<file path="config.mk">
export PLATFORM = sky130hd
export DESIGN_NAME = bst_top
export DESIGN_NICKNAME = d
export VERILOG_FILES = /design/src/rtl/bst_pkg.sv /design/src/rtl/bst_top.sv
export VERILOG_INCLUDE_DIRS = /design/src /design/src/rtl
export SDC_FILE = /design/constraint.sdc
export NUM_CORES = 1
export LEC_CHECK = 0
export BUFFER_PORTS_ARGS = -buffer_cell sky130_fd_sc_hd__buf_2
export CORE_MARGIN = 4
export CORE_UTILIZATION = 45
export CTS_BUF_LIST = sky130_fd_sc_hd__clkbuf_4 sky130_fd_sc_hd__clkbuf_8 sky130_fd_sc_hd__clkbuf_16
export CTS_CLUSTER_SIZE = 20
export DETAILED_ROUTE_END_ITERATION = 12
export PLACE_DENSITY = 0.7
export REMOVE_ABC_BUFFERS = 1
export SYNTH_ARGS = -nofsm -noshare
export SYNTH_HDL_FRONTEND = slang
export SYNTH_SLANG_ARGS = --single-unit
</file>
<file path="constraint.sdc">
create_clock -name i_sys_clk -period 3.1 [get_ports i_sys_clk]
set_input_delay 0.62 -clock i_sys_clk [delete_from_list [all_inputs] [get_ports i_sys_clk]]
set_output_delay 0.62 -clock i_sys_clk [all_outputs]
set_load 0.03 [all_outputs]
</file>
<file path="src/rtl/bst_regs.svh">
// Register map, field positions and self-test constants for the backoff self-test block
`ifndef BST_REGS_SVH
`define BST_REGS_SVH
`define BST_OFF_CMD 8'h00
`define BST_OFF_LINK 8'h04
`define BST_OFF_BASE 8'h08
`define BST_OFF_CTRL 8'h0C
`define BST_OFF_CFG 8'h10
`define BST_OFF_STAT 8'h14
`define BST_OFF_NEXT 8'h18
`define BST_BIT_LAST 31
`define BST_BIT_SUSP 30
`define BST_BIT_INT 29
`define BST_BIT_C 15
`define BST_BIT_OK 13
`define BST_BIT_F 11
`define BST_CMD_DIAG 3'h7
`define BST_CTRL_GO 0
`define BST_CTRL_NA_SUSP 1
`define BST_CFG_RESET 16'h0000
`define BST_P2_CFG 16'h0363
`define BST_P2_COLS 4'hD
`define BST_SLOT_END 11'h400
`endif

</file>
<file path="src/rtl/bst_pkg.sv">
// Types for the backoff self-test block
package bst_pkg;
  typedef enum logic [3:0] {
    ST_IDLE = 4'b0000,
    ST_DECODE = 4'b0001,
    ST_P1_RST = 4'b0010,
    ST_P1_RUN = 4'b0011,
    ST_P1_CHK = 4'b0100,
    ST_P2_RST = 4'b0101,
    ST_P2_RUN = 4'b0110,
    ST_P2_CHK = 4'b0111,
    ST_STATUS = 4'b1000,
    ST_DONE = 4'b1001
  } bst_state_t;
  typedef enum logic [1:0] {
    UNIT_IDLE = 2'b00,
    UNIT_ACTIVE = 2'b01,
    UNIT_SUSP = 2'b10
  } bst_unit_t;
endpackage

</file>
<file path="src/rtl/bst_top.sv">
// Backoff self-test command engine with AHB-Lite register slave
//
// The register offsets and the AHB-Lite slave port are this design's own decisions.
`timescale 1ns/1ps
`default_nettype none
`include "bst_regs.svh"
module bst_top (
  input wire logic i_sys_clk,
  input wire logic i_reset_n,
  input wire logic i_hsel,
  input wire logic [31:0] i_haddr,
  input wire logic [1:0] i_htrans,
  input wire logic i_hwrite,
  input wire logic [2:0] i_hsize,
  input wire logic [31:0] i_hwdata,
  input wire logic i_hready,
  output logic [31:0] o_hrdata,
  output logic o_hreadyout,
  output logic o_hresp,
  output logic o_exec_irq,
  output logic o_not_active_irq,
  output logic o_busy,
  output logic [31:0] o_next_addr,
  output logic [15:0] o_bof_cfg,
  output var bst_pkg::bst_unit_t o_unit_state
);
  import bst_pkg::*;

  function automatic logic all_ones10(input logic [9:0] v);
    all_ones10 = &v;
  endfunction

  bst_state_t st_q;
  logic [31:0] cmd_q;
  logic [31:0] link_q;
  logic [31:0] base_q;
  logic na_on_susp_q;
  logic [15:0] cfg_q;
  logic [29:0] lfsr_q;
  logic [9:0] bo_cnt_q;
  logic [10:0] slot_cnt_q;
  logic [3:0] col_cnt_q;
  logic [9:0] bo_sr_q;
  logic p1_fail_q;
  logic p2_fail_q;
  logic bad_cmd_q;
  logic [7:0] a_addr_q;
  logic a_wr_q;
  logic a_rd_q;
  logic wr_cmd;
  logic go;
  logic set_c;
  logic [31:0] rdata;
  logic [9:0] wait_len;
  logic [9:0] mask_val;

  // Bus: writes complete with no wait; reads take one wait so hrdata comes from a flop
  always_ff @(posedge i_sys_clk or negedge i_reset_n) begin
    if (!i_reset_n) begin
      a_addr_q <= 8'h00;
      a_wr_q <= 1'b0;
      a_rd_q <= 1'b0;
    end else begin
      a_wr_q <= 1'b0;
      a_rd_q <= 1'b0;
      if (i_hsel && i_htrans[1] && i_hready) begin
        a_addr_q <= i_haddr[7:0];
        a_wr_q <= i_hwrite;
        a_rd_q <= !i_hwrite;
      end
    end
  end

  always_ff @(posedge i_sys_clk or negedge i_reset_n) begin
    if (!i_reset_n) begin
      o_hreadyout <= 1'b1;
      o_hrdata <= 32'h0000_0000;
      o_hresp <= 1'b0;
    end else begin
      o_hresp <= 1'b0;
      if (i_hsel && i_htrans[1] && i_hready && !i_hwrite) begin
        o_hreadyout <= 1'b0;
      end else if (a_rd_q) begin
        o_hreadyout <= 1'b1;
        o_hrdata <= rdata;
      end
    end
  end

  always_comb begin
    rdata = 32'h0000_0000;
    case (a_addr_q)
      `BST_OFF_CMD: rdata = cmd_q;
      `BST_OFF_LINK: rdata = link_q;
      `BST_OFF_BASE: rdata = base_q;
      `BST_OFF_CTRL: rdata = {30'h0000_0000, na_on_susp_q, 1'b0};
      `BST_OFF_CFG: rdata = {16'h0000, cfg_q};
      `BST_OFF_STAT: rdata = {24'h0000_00, bad_cmd_q, p2_fail_q, p1_fail_q, st_q, 1'b0};
      `BST_OFF_NEXT: rdata = o_next_addr;
      default: rdata = 32'h0000_0000;
    endcase
  end

  assign wr_cmd = a_wr_q && (a_addr_q == `BST_OFF_CMD);
  // A start request while the engine runs is dropped
  assign go = a_wr_q && (a_addr_q == `BST_OFF_CTRL) && i_hwdata[`BST_CTRL_GO]
              && (st_q == ST_IDLE);
  assign set_c = (st_q == ST_STATUS);

  // Command word: software loads it; the status byte is written back by hardware
  always_ff @(posedge i_sys_clk or negedge i_reset_n) begin
    if (!i_reset_n) begin
      cmd_q <= 32'h0000_0000;
    end else if (set_c) begin
      cmd_q[`BST_BIT_C] <= 1'b1;
      cmd_q[`BST_BIT_OK] <= !(p1_fail_q || p2_fail_q || bad_cmd_q);
      // Phase results from an earlier run must not leak into an unknown command
      cmd_q[`BST_BIT_F] <= (p1_fail_q || p2_fail_q) && !bad_cmd_q;
      if (wr_cmd) begin
        cmd_q[31:16] <= i_hwdata[31:16];
      end
    end else if (wr_cmd) begin
      cmd_q <= i_hwdata;
    end
  end

  always_ff @(posedge i_sys_clk or negedge i_reset_n) begin
    if (!i_reset_n) begin
      link_q <= 32'h0000_0000;
      base_q <= 32'h0000_0000;
      na_on_susp_q <= 1'b0;
      cfg_q <= `BST_CFG_RESET;
    end else if (a_wr_q) begin
      case (a_addr_q)
        `BST_OFF_LINK: link_q <= i_hwdata;
        `BST_OFF_BASE: base_q <= i_hwdata;
        `BST_OFF_CTRL: na_on_susp_q <= i_hwdata[`BST_CTRL_NA_SUSP];
        `BST_OFF_CFG: cfg_q <= i_hwdata[15:0];
        default: ;
      endcase
    end
  end

  // Sequencer
  always_ff @(posedge i_sys_clk or negedge i_reset_n) begin
    if (!i_reset_n) begin
      st_q <= ST_IDLE;
    end else begin
      unique case (st_q)
        ST_IDLE: if (go) st_q <= ST_DECODE;
        ST_DECODE: begin
          if (cmd_q[18:16] == `BST_CMD_DIAG) begin
            st_q <= ST_P1_RST;
          end else begin
            st_q <= ST_STATUS;
          end
        end
        ST_P1_RST: st_q <= ST_P1_RUN;
        ST_P1_RUN: if (all_ones10(bo_cnt_q)) st_q <= ST_P1_CHK;
        ST_P1_CHK: st_q <= ST_P2_RST;
        ST_P2_RST: st_q <= ST_P2_RUN;
        ST_P2_RUN: if (bo_sr_q[9] || (&col_cnt_q)) st_q <= ST_P2_CHK;
        ST_P2_CHK: st_q <= ST_STATUS;
        ST_STATUS: st_q <= ST_DONE;
        ST_DONE: st_q <= ST_IDLE;
        default: st_q <= ST_IDLE;
      endcase
    end
  end

  always_ff @(posedge i_sys_clk or negedge i_reset_n) begin
    if (!i_reset_n) begin
      bad_cmd_q <= 1'b0;
    end else if (st_q == ST_DECODE) begin
      bad_cmd_q <= (cmd_q[18:16] != `BST_CMD_DIAG);
    end
  end

  // Phase two backoff wait: slot time plus linear priority; the masked random slots only feed the fault check
  assign mask_val = lfsr_q[9:0] & bo_sr_q;
  assign wait_len = {6'h00, o_bof_cfg[3:0]} + {6'h00, o_bof_cfg[7:4]};

  // Backoff counters under test
  always_ff @(posedge i_sys_clk or negedge i_reset_n) begin
    if (!i_reset_n) begin
      lfsr_q <= 30'h0000_0000;
      bo_cnt_q <= 10'h000;
      slot_cnt_q <= 11'h000;
      col_cnt_q <= 4'h0;
      bo_sr_q <= 10'h000;
    end else begin
      unique case (st_q)
        ST_P1_RST, ST_P2_RST: begin
          lfsr_q <= 30'h0000_0000;
          bo_cnt_q <= 10'h000;
          slot_cnt_q <= 11'h000;
          col_cnt_q <= 4'h0;
          bo_sr_q <= 10'h000;
        end
        ST_P1_RUN: begin
          // All stages step together so the wrap points line up
          lfsr_q <= {lfsr_q[28:0], ~(lfsr_q[29] ^ lfsr_q[5] ^ lfsr_q[3] ^ lfsr_q[0])};
          bo_cnt_q <= bo_cnt_q + 10'h001;
          slot_cnt_q <= slot_cnt_q + 11'h001;
          col_cnt_q <= col_cnt_q + 4'h1;
          bo_sr_q <= {bo_sr_q[8:0], 1'b1};
        end
        ST_P2_RUN: begin
          lfsr_q <= {lfsr_q[28:0], ~(lfsr_q[29] ^ lfsr_q[5] ^ lfsr_q[3] ^ lfsr_q[0])};
          slot_cnt_q <= slot_cnt_q + 11'h001;
          if (bo_cnt_q >= wait_len) begin
            // Emulated collision ends each transmit attempt
            bo_cnt_q <= 10'h000;
            col_cnt_q <= col_cnt_q + 4'h1;
            if (col_cnt_q >= o_bof_cfg[11:8]) begin
              bo_sr_q <= {bo_sr_q[8:0], 1'b1};
            end
          end else begin
            bo_cnt_q <= bo_cnt_q + 10'h001;
          end
        end
        default: ;
      endcase
    end
  end

  // Phase results
  always_ff @(posedge i_sys_clk or negedge i_reset_n) begin
    if (!i_reset_n) begin
      p1_fail_q <= 1'b0;
    end else if (st_q == ST_P1_RST) begin
      p1_fail_q <= 1'b0;
    end else if (st_q == ST_P1_RUN) begin
      if (all_ones10(lfsr_q[9:0]) && !all_ones10(bo_sr_q)) begin
        p1_fail_q <= 1'b1;
      end
    end else if (st_q == ST_P1_CHK) begin
      if ((bo_cnt_q != 10'h000) || (slot_cnt_q != `BST_SLOT_END)
          || (col_cnt_q != 4'h0)) begin
        p1_fail_q <= 1'b1;
      end
    end
  end

  always_ff @(posedge i_sys_clk or negedge i_reset_n) begin
    if (!i_reset_n) begin
      p2_fail_q <= 1'b0;
    end else if (st_q == ST_P2_RST) begin
      p2_fail_q <= 1'b0;
    end else if (st_q == ST_P2_RUN) begin
      if ((mask_val & ~bo_sr_q) != 10'h000) begin
        p2_fail_q <= 1'b1;
      end
    end else if (st_q == ST_P2_CHK) begin
      if (!bo_sr_q[9] || (col_cnt_q != `BST_P2_COLS)) begin
        p2_fail_q <= 1'b1;
      end
    end
  end

  // Applied backoff setup: test values only while phase two runs
  always_ff @(posedge i_sys_clk or negedge i_reset_n) begin
    if (!i_reset_n) begin
      o_bof_cfg <= `BST_CFG_RESET;
    end else if ((st_q == ST_P2_RST) || (st_q == ST_P2_RUN)) begin
      o_bof_cfg <= `BST_P2_CFG;
    end else begin
      o_bof_cfg <= cfg_q;
    end
  end

  // Completion: unit state, interrupts, next block pointer
  always_ff @(posedge i_sys_clk or negedge i_reset_n) begin
    if (!i_reset_n) begin
      o_unit_state <= UNIT_IDLE;
      o_exec_irq <= 1'b0;
      o_not_active_irq <= 1'b0;
      o_next_addr <= 32'h0000_0000;
      o_busy <= 1'b0;
    end else begin
      o_exec_irq <= 1'b0;
      o_not_active_irq <= 1'b0;
      o_busy <= (st_q != ST_IDLE) && (st_q != ST_DONE) || go;
      if (go) begin
        o_unit_state <= UNIT_ACTIVE;
      end else if (st_q == ST_DONE) begin
        o_exec_irq <= cmd_q[`BST_BIT_INT];
        o_next_addr <= base_q + link_q;
        if (cmd_q[`BST_BIT_LAST]) begin
          o_unit_state <= UNIT_IDLE;
          o_not_active_irq <= 1'b1;
        end else if (cmd_q[`BST_BIT_SUSP]) begin
          o_unit_state <= UNIT_SUSP;
          o_not_active_irq <= na_on_susp_q;
        end
      end
    end
  end
endmodule
`default_nettype wire

</file>
---- Word level (Yosys, flattened, before mapping) ----
Index checks and enable logic that the tools add are counted.
storage, ports and cells
  register bits after elaboration ......... 281
  output and inout port bits .............. 87
operators by class
  $add $sub $neg .......................... 5
  $lt $le $gt $ge ......................... 2
  eq/ne operators ......................... 27
  mux-type cells .......................... 45
  bitwise operators ....................... 10
  reduce and logical (&&, ||, !) cells .... 58
operator list
  cell                                                  count
  one-hot mux 32 bit (7 select lines)                   1
  one-hot mux 10 bit (3 select lines)                   2
  one-hot mux 30 bit (2 select lines)                   1
  one-hot mux 4 bit (9 select lines)                    1
  adder 32 bit                                          1
  two-way mux 16 bit                                    2
  two-way mux 32 bit                                    1
  two-way mux 10 bit                                    3
  AND reduction 10 bit                                  3
  equality test 8 x 5 -> 1 bit (second input constant)  3
  two-way mux 1 bit                                     22
  one-hot mux 11 bit (2 select lines)                   1
  AND 10 bit                                            2
  two-way mux 4 bit                                     5
  nonzero test 10 bit                                   2
  AND reduction 2 bit                                   9
  nonzero test 3 bit                                    6
  two-way mux 17 bit                                    1
  equality test 4 x 3 -> 1 bit (second input constant)  4
  equality test 8 x 4 -> 1 bit (second input constant)  2
  one-hot mux 4 bit (3 select lines)                    1
  AND reduction 3 bit                                   4
  adder 11 x 1 -> 11 bit (second input constant)        1
  != test 11 bit (second input constant)                1
  other kinds (27)                                      68

---- Depth between registers and ports, before layout ----
  word-level depth ........................ 7
  mapped depth ............................ 14

---- Least setup slack after synthesis ----
OpenSTA, ideal clock, no wires.
  kind .................................... reg-to-reg
  start ................................... reg o_bof_cfg[0]
  end ..................................... reg col_cnt_q[2]
  data arrival time ....................... 2.873 ns
  setup slack ............................. 0.095 ns
  cell stages (with the launch flop) ...... 14
  buffers on the path ..................... 1
  cells stage by stage .................... dfrtp_1 > ha_1 > fa_1 > inv_1 > ha_1 > a21o_1 > a21o_1 > a21oi_1 > o21ai_0 > nand2_1 > a21o_1 > nor2_1 > clkbuf_1 > nor2_1
between the ends
  cells in the longest elaborated chain, start to end .. 4
ends and longest elaborated chain
  what                                         line            RTL
  start, declared                              bst_top.sv:24   output logic [15:0] o_bof_cfg,
  start signal, assigned                       bst_top.sv:264  o_bof_cfg <= `BST_CFG_RESET;
  start signal, assigned                       bst_top.sv:266  o_bof_cfg <= `BST_P2_CFG;
  start signal, assigned                       bst_top.sv:268  o_bof_cfg <= cfg_q;
  adder 4 x 4 -> 5 bit                         bst_top.sv:181  assign wait_len = {6'h00, o_bof_cfg[3:0]} + {6'h00, o_bof_cfg[7:4]};
  greater-or-equal comparator 10 x 5 -> 1 bit  bst_top.sv:211  if (bo_cnt_q >= wait_len) begin
  != test 2 bit (no source line)               n/a
  AND reduction 2 bit (no source line)         n/a
  end signal, assigned                         bst_top.sv:205  col_cnt_q <= col_cnt_q + 4'h1;
  end signal, assigned                         bst_top.sv:214  col_cnt_q <= col_cnt_q + 4'h1;
  end, declared                                bst_top.sv:42   logic [3:0] col_cnt_q;
No other way between the ends.
A chain may end at the register's enable or synchronous reset.

---- Worst setup path in the final report ----
  start ................................... reg link_q[0]
  end ..................................... reg o_next_addr[28]
between the ends
  cells in the longest elaborated chain, start to end .. 1
ends and longest elaborated chain
  what                    line            RTL
  start, declared         bst_top.sv:35   logic [31:0] link_q;
  start signal, assigned  bst_top.sv:135  `BST_OFF_LINK: link_q <= i_hwdata;
  adder 32 bit            bst_top.sv:288  o_next_addr <= base_q + link_q;
  end signal, assigned    bst_top.sv:288
  end, declared           bst_top.sv:23   output logic [31:0] o_next_addr,
No other way between the ends.

==> flow_metrics.tcl <==
set metrics [dict create \
    die_w_um 183 \
    tritoncts "done" \
    insertion_delay_ns 0.59 \
    finalSetupTns_ns 0 \
    grt_max_degree 92 \
    cts.sinks 281 \
    synth_cells 1260 \
    drtIter0Drc 792 \
    cp-start-kind "flop" \
    min_period_ns 2.95 \
    yosysUniqueCellTypes 64 \
    period_share 0.951 \
    root_buffer "clkbuf_16" \
    drt-total-wl_mm 35.6 \
    synth.avg_cell_area_um2 10.9 \
    ys_ff_latch 281 \
    antenna_found_initial 4 \
    drive_above_1_share 0.260 \
    relSlewSlack 0.497 \
    powerDensity_nw_per_um2 713 \
    cp_num_buf_inv 1 \
    crit_path_top_delay_cell "a31oi_1" \
    hold_path_class "in2async" \
    first_global_vias 10600 \
    p_leak_nw 7.65 \
    crit_arrival_ns 3.40 \
    grtUsageTotal 0.212 \
    dieArea_um2 33400 \
    setup_slack_ns 0.153 \
    start_util 0.460 \
    syn2layout_area_growth_pct 17.3 \
    fmax_ghz 0.339 \
    ctsHtreeMaxLevel 1 \
    maxCapViolCount 0 \
    crit_chain "ha_1 > inv_1 > fa_1 > nor2b_1 > o21a_1 > o21a_1 > a21oi_1 > a21oi_1 > a31oi_1 > o21ai_0 > mux2i_1 > nand3_1" \
    critPathMaxStageDelay_ns 0.42 \
    worst-path-max-fanout 3 \
    skew_ns 0.0295 \
    rows 63 \
    pin_count 161 \
    instances_no_fill 1815 \
    vias 10300 \
    outcome "completed" \
    syn-cell-area_um2 13700 \
    cts_buffers 31 \
    place_ws_ns 0.174 \
    drc 0 \
    worstSetupPathType "reg2reg" \
    critical-path-top-delay-family "compound AO/OA/AOI/OAI gates" \
    clk_path_buf_depth 3 \
    coreArea_um2 29900 \
    cts.clk_slew.worst_paths_ns 0.06 \
    yosysWarnings 0 \
    placed_cells 1757 \
    whs_ns 0.0964 \
    required_ns 3.56 \
    slew_violations 0 \
    antenna_left 0 \
    final_cell_mix "280 x dfrtp_1, 145 x nand2_1, 130 x buf_2" \
    ir_worst_vdd_mv 0.505 \
    grt_pass1_wl_mm 58.0 \
    routed_via_density 5.69 \
    finalHoldViolCount 0 \
    die-height_um 183 \
    synth_edf_count 0 \
    post_dp_cell_area_um2 15000 \
    routedWlPerCell_um 19.6 \
    overflow 0 \
    hpwl_mm 24.2 \
    dr.pass1.iters 6 \
    synthFlopType "dfrtp_1" \
    max_slew.worst_pin.slew_ns 0.749 \
    rsz0062_at_grt "false" \
    ctsHoldBuffers 0 \
    final_common_cell "dfrtp_1" \
    async_reset_ff_frac 1.00 \
    postLayoutCellArea_um2 16100 \
    setup_viol 0 \
    layout.nets 1527 \
    gp_congestion 0.882 \
    port_buffers 131 \
    seq_area_frac_synth 0.512 \
    end_kind "flop" \
]
[repair_timing]
item	4_1_cts	5_1_grt
gates resized for setup	0	4
endpoints found under the hold margin	0	0
buffers inserted	0	0
endpoints found under the setup margin	0	3
[logic make-up after synthesis]
logic type	after synthesis	synth area share
other	1	0.000273
AOI/OAI and AO/OA	299	0.145
DFF	281	0.512
adders and majority gates	53	0.0494
and+or+nand+nor	336	0.115
buffers and inverters	95	0.0303
muxes	142	0.115
xor gates and xnor gates	53	0.0338
[metrics by stage]
stage	utilization	power [mW]
after floorplan	-	6.47
after global placement	0.501	7.47
after detailed placement	0.501	7.55
after CTS	0.538	11.6
after global routing	0.539	12.1
final	0.539	11.5
[where the power goes]
part | leakage [nW] | switching [mW] | internal (mW)
combinational | 3.57 | 1.81 | 1.03
clock | 0.557 | 1.52 | 2.45
sequential | 3.53 | 0.512 | 4.16
[final cells by class]
| type | instances | area, µm² |
|---|---|---|
| Fill cell | 2590 | 13800 |
| Sequential cell | 281 | 7030 |
| Multi-Input combinational cell | 884 | 6320 |
| Timing Repair Buffer | 174 | 1040 |
| Clock buffer | 47 | 952 |
| Tap cell | 390 | 488 |
| Clock inverter | 9 | 163 |
| Inverter | 28 | 105 |
| Antenna cell | 2 | 5.00 |
[worst paths after layout]
check                           startpoint               to  cells past startpoint  slack (ns)
max in group asynchronous        i_reset_n      o_hreadyout                      2        2.21
setup reg to reg                 link_q[0]  o_next_addr[28]                     12        0.15
setup / recovery                 link_q[0]  o_next_addr[28]                     12        0.15
min in group i_sys_clk          i_haddr[7]      a_addr_q[7]                      2        0.30
hold reg to reg            o_unit_state[0]  o_unit_state[0]                      1        0.47
hold / removal                   i_reset_n    slot_cnt_q[5]                      1         0.1
[state kept, by name (all words and copies together), names as in the netlist, 2 cells and up]
register	flops
a_addr_q	8
bo_cnt_q	10
cmd_q	32
col_cnt_q	4
slot_cnt_q	11
o_next_addr	32
o_unit_state	2
link_q	32
cfg_q	16
bo_sr_q	10
lfsr_q	30
base_q	32
st_q	4
o_bof_cfg	16
o_hrdata	32
[synth_stat cells, drive strengths merged (2+ instances only)]
library cell / n / share of area
o22ai: 4 / 0.0018
nor3b: 4 / 0.0022
nor3: 9 / 0.0041
a21o: 44 / 0.024
inv: 28 / 0.0077
xnor2: 26 / 0.017
and3: 11 / 0.0050
ha: 51 / 0.046
o31ai: 2 / 0.0015
or2: 2 / 0.00091
nor4: 4 / 0.0018
a31oi: 9 / 0.0041
and2: 11 / 0.0050
clkbuf: 44 / 0.012
nand2b: 13 / 0.0059
o21ai: 93 / 0.034
mux2: 122 / 0.10
o21bai: 4 / 0.0022
nor2b: 14 / 0.0064
o21a: 5 / 0.0027
dfrtp: 280 / 0.51
nand3: 26 / 0.0098
buf: 23 / 0.011
nand3b: 2 / 0.0011
a31o: 2 / 0.0013
fa: 2 / 0.0029
or3: 4 / 0.0022
and4: 2 / 0.0013
nand2: 148 / 0.041
a221o: 5 / 0.0036
nor2: 68 / 0.019
a21oi: 60 / 0.022
a22o: 29 / 0.018
nand4: 13 / 0.0059
mux2i: 20 / 0.015
a222oi: 25 / 0.018
a221oi: 8 / 0.0051
xor2: 27 / 0.017
[routing by layer]
metal  GRT usage  wire, µm  vias to the layer above
met3      0.0365      2170                       88
met1       0.289     15300                     5111
met2       0.351     17000                      311
met4      0.0633      1120                        4
met5           0        18                        -
li1            -         -                     4812
No activity file was read; power rests on OpenSTA's default activity.
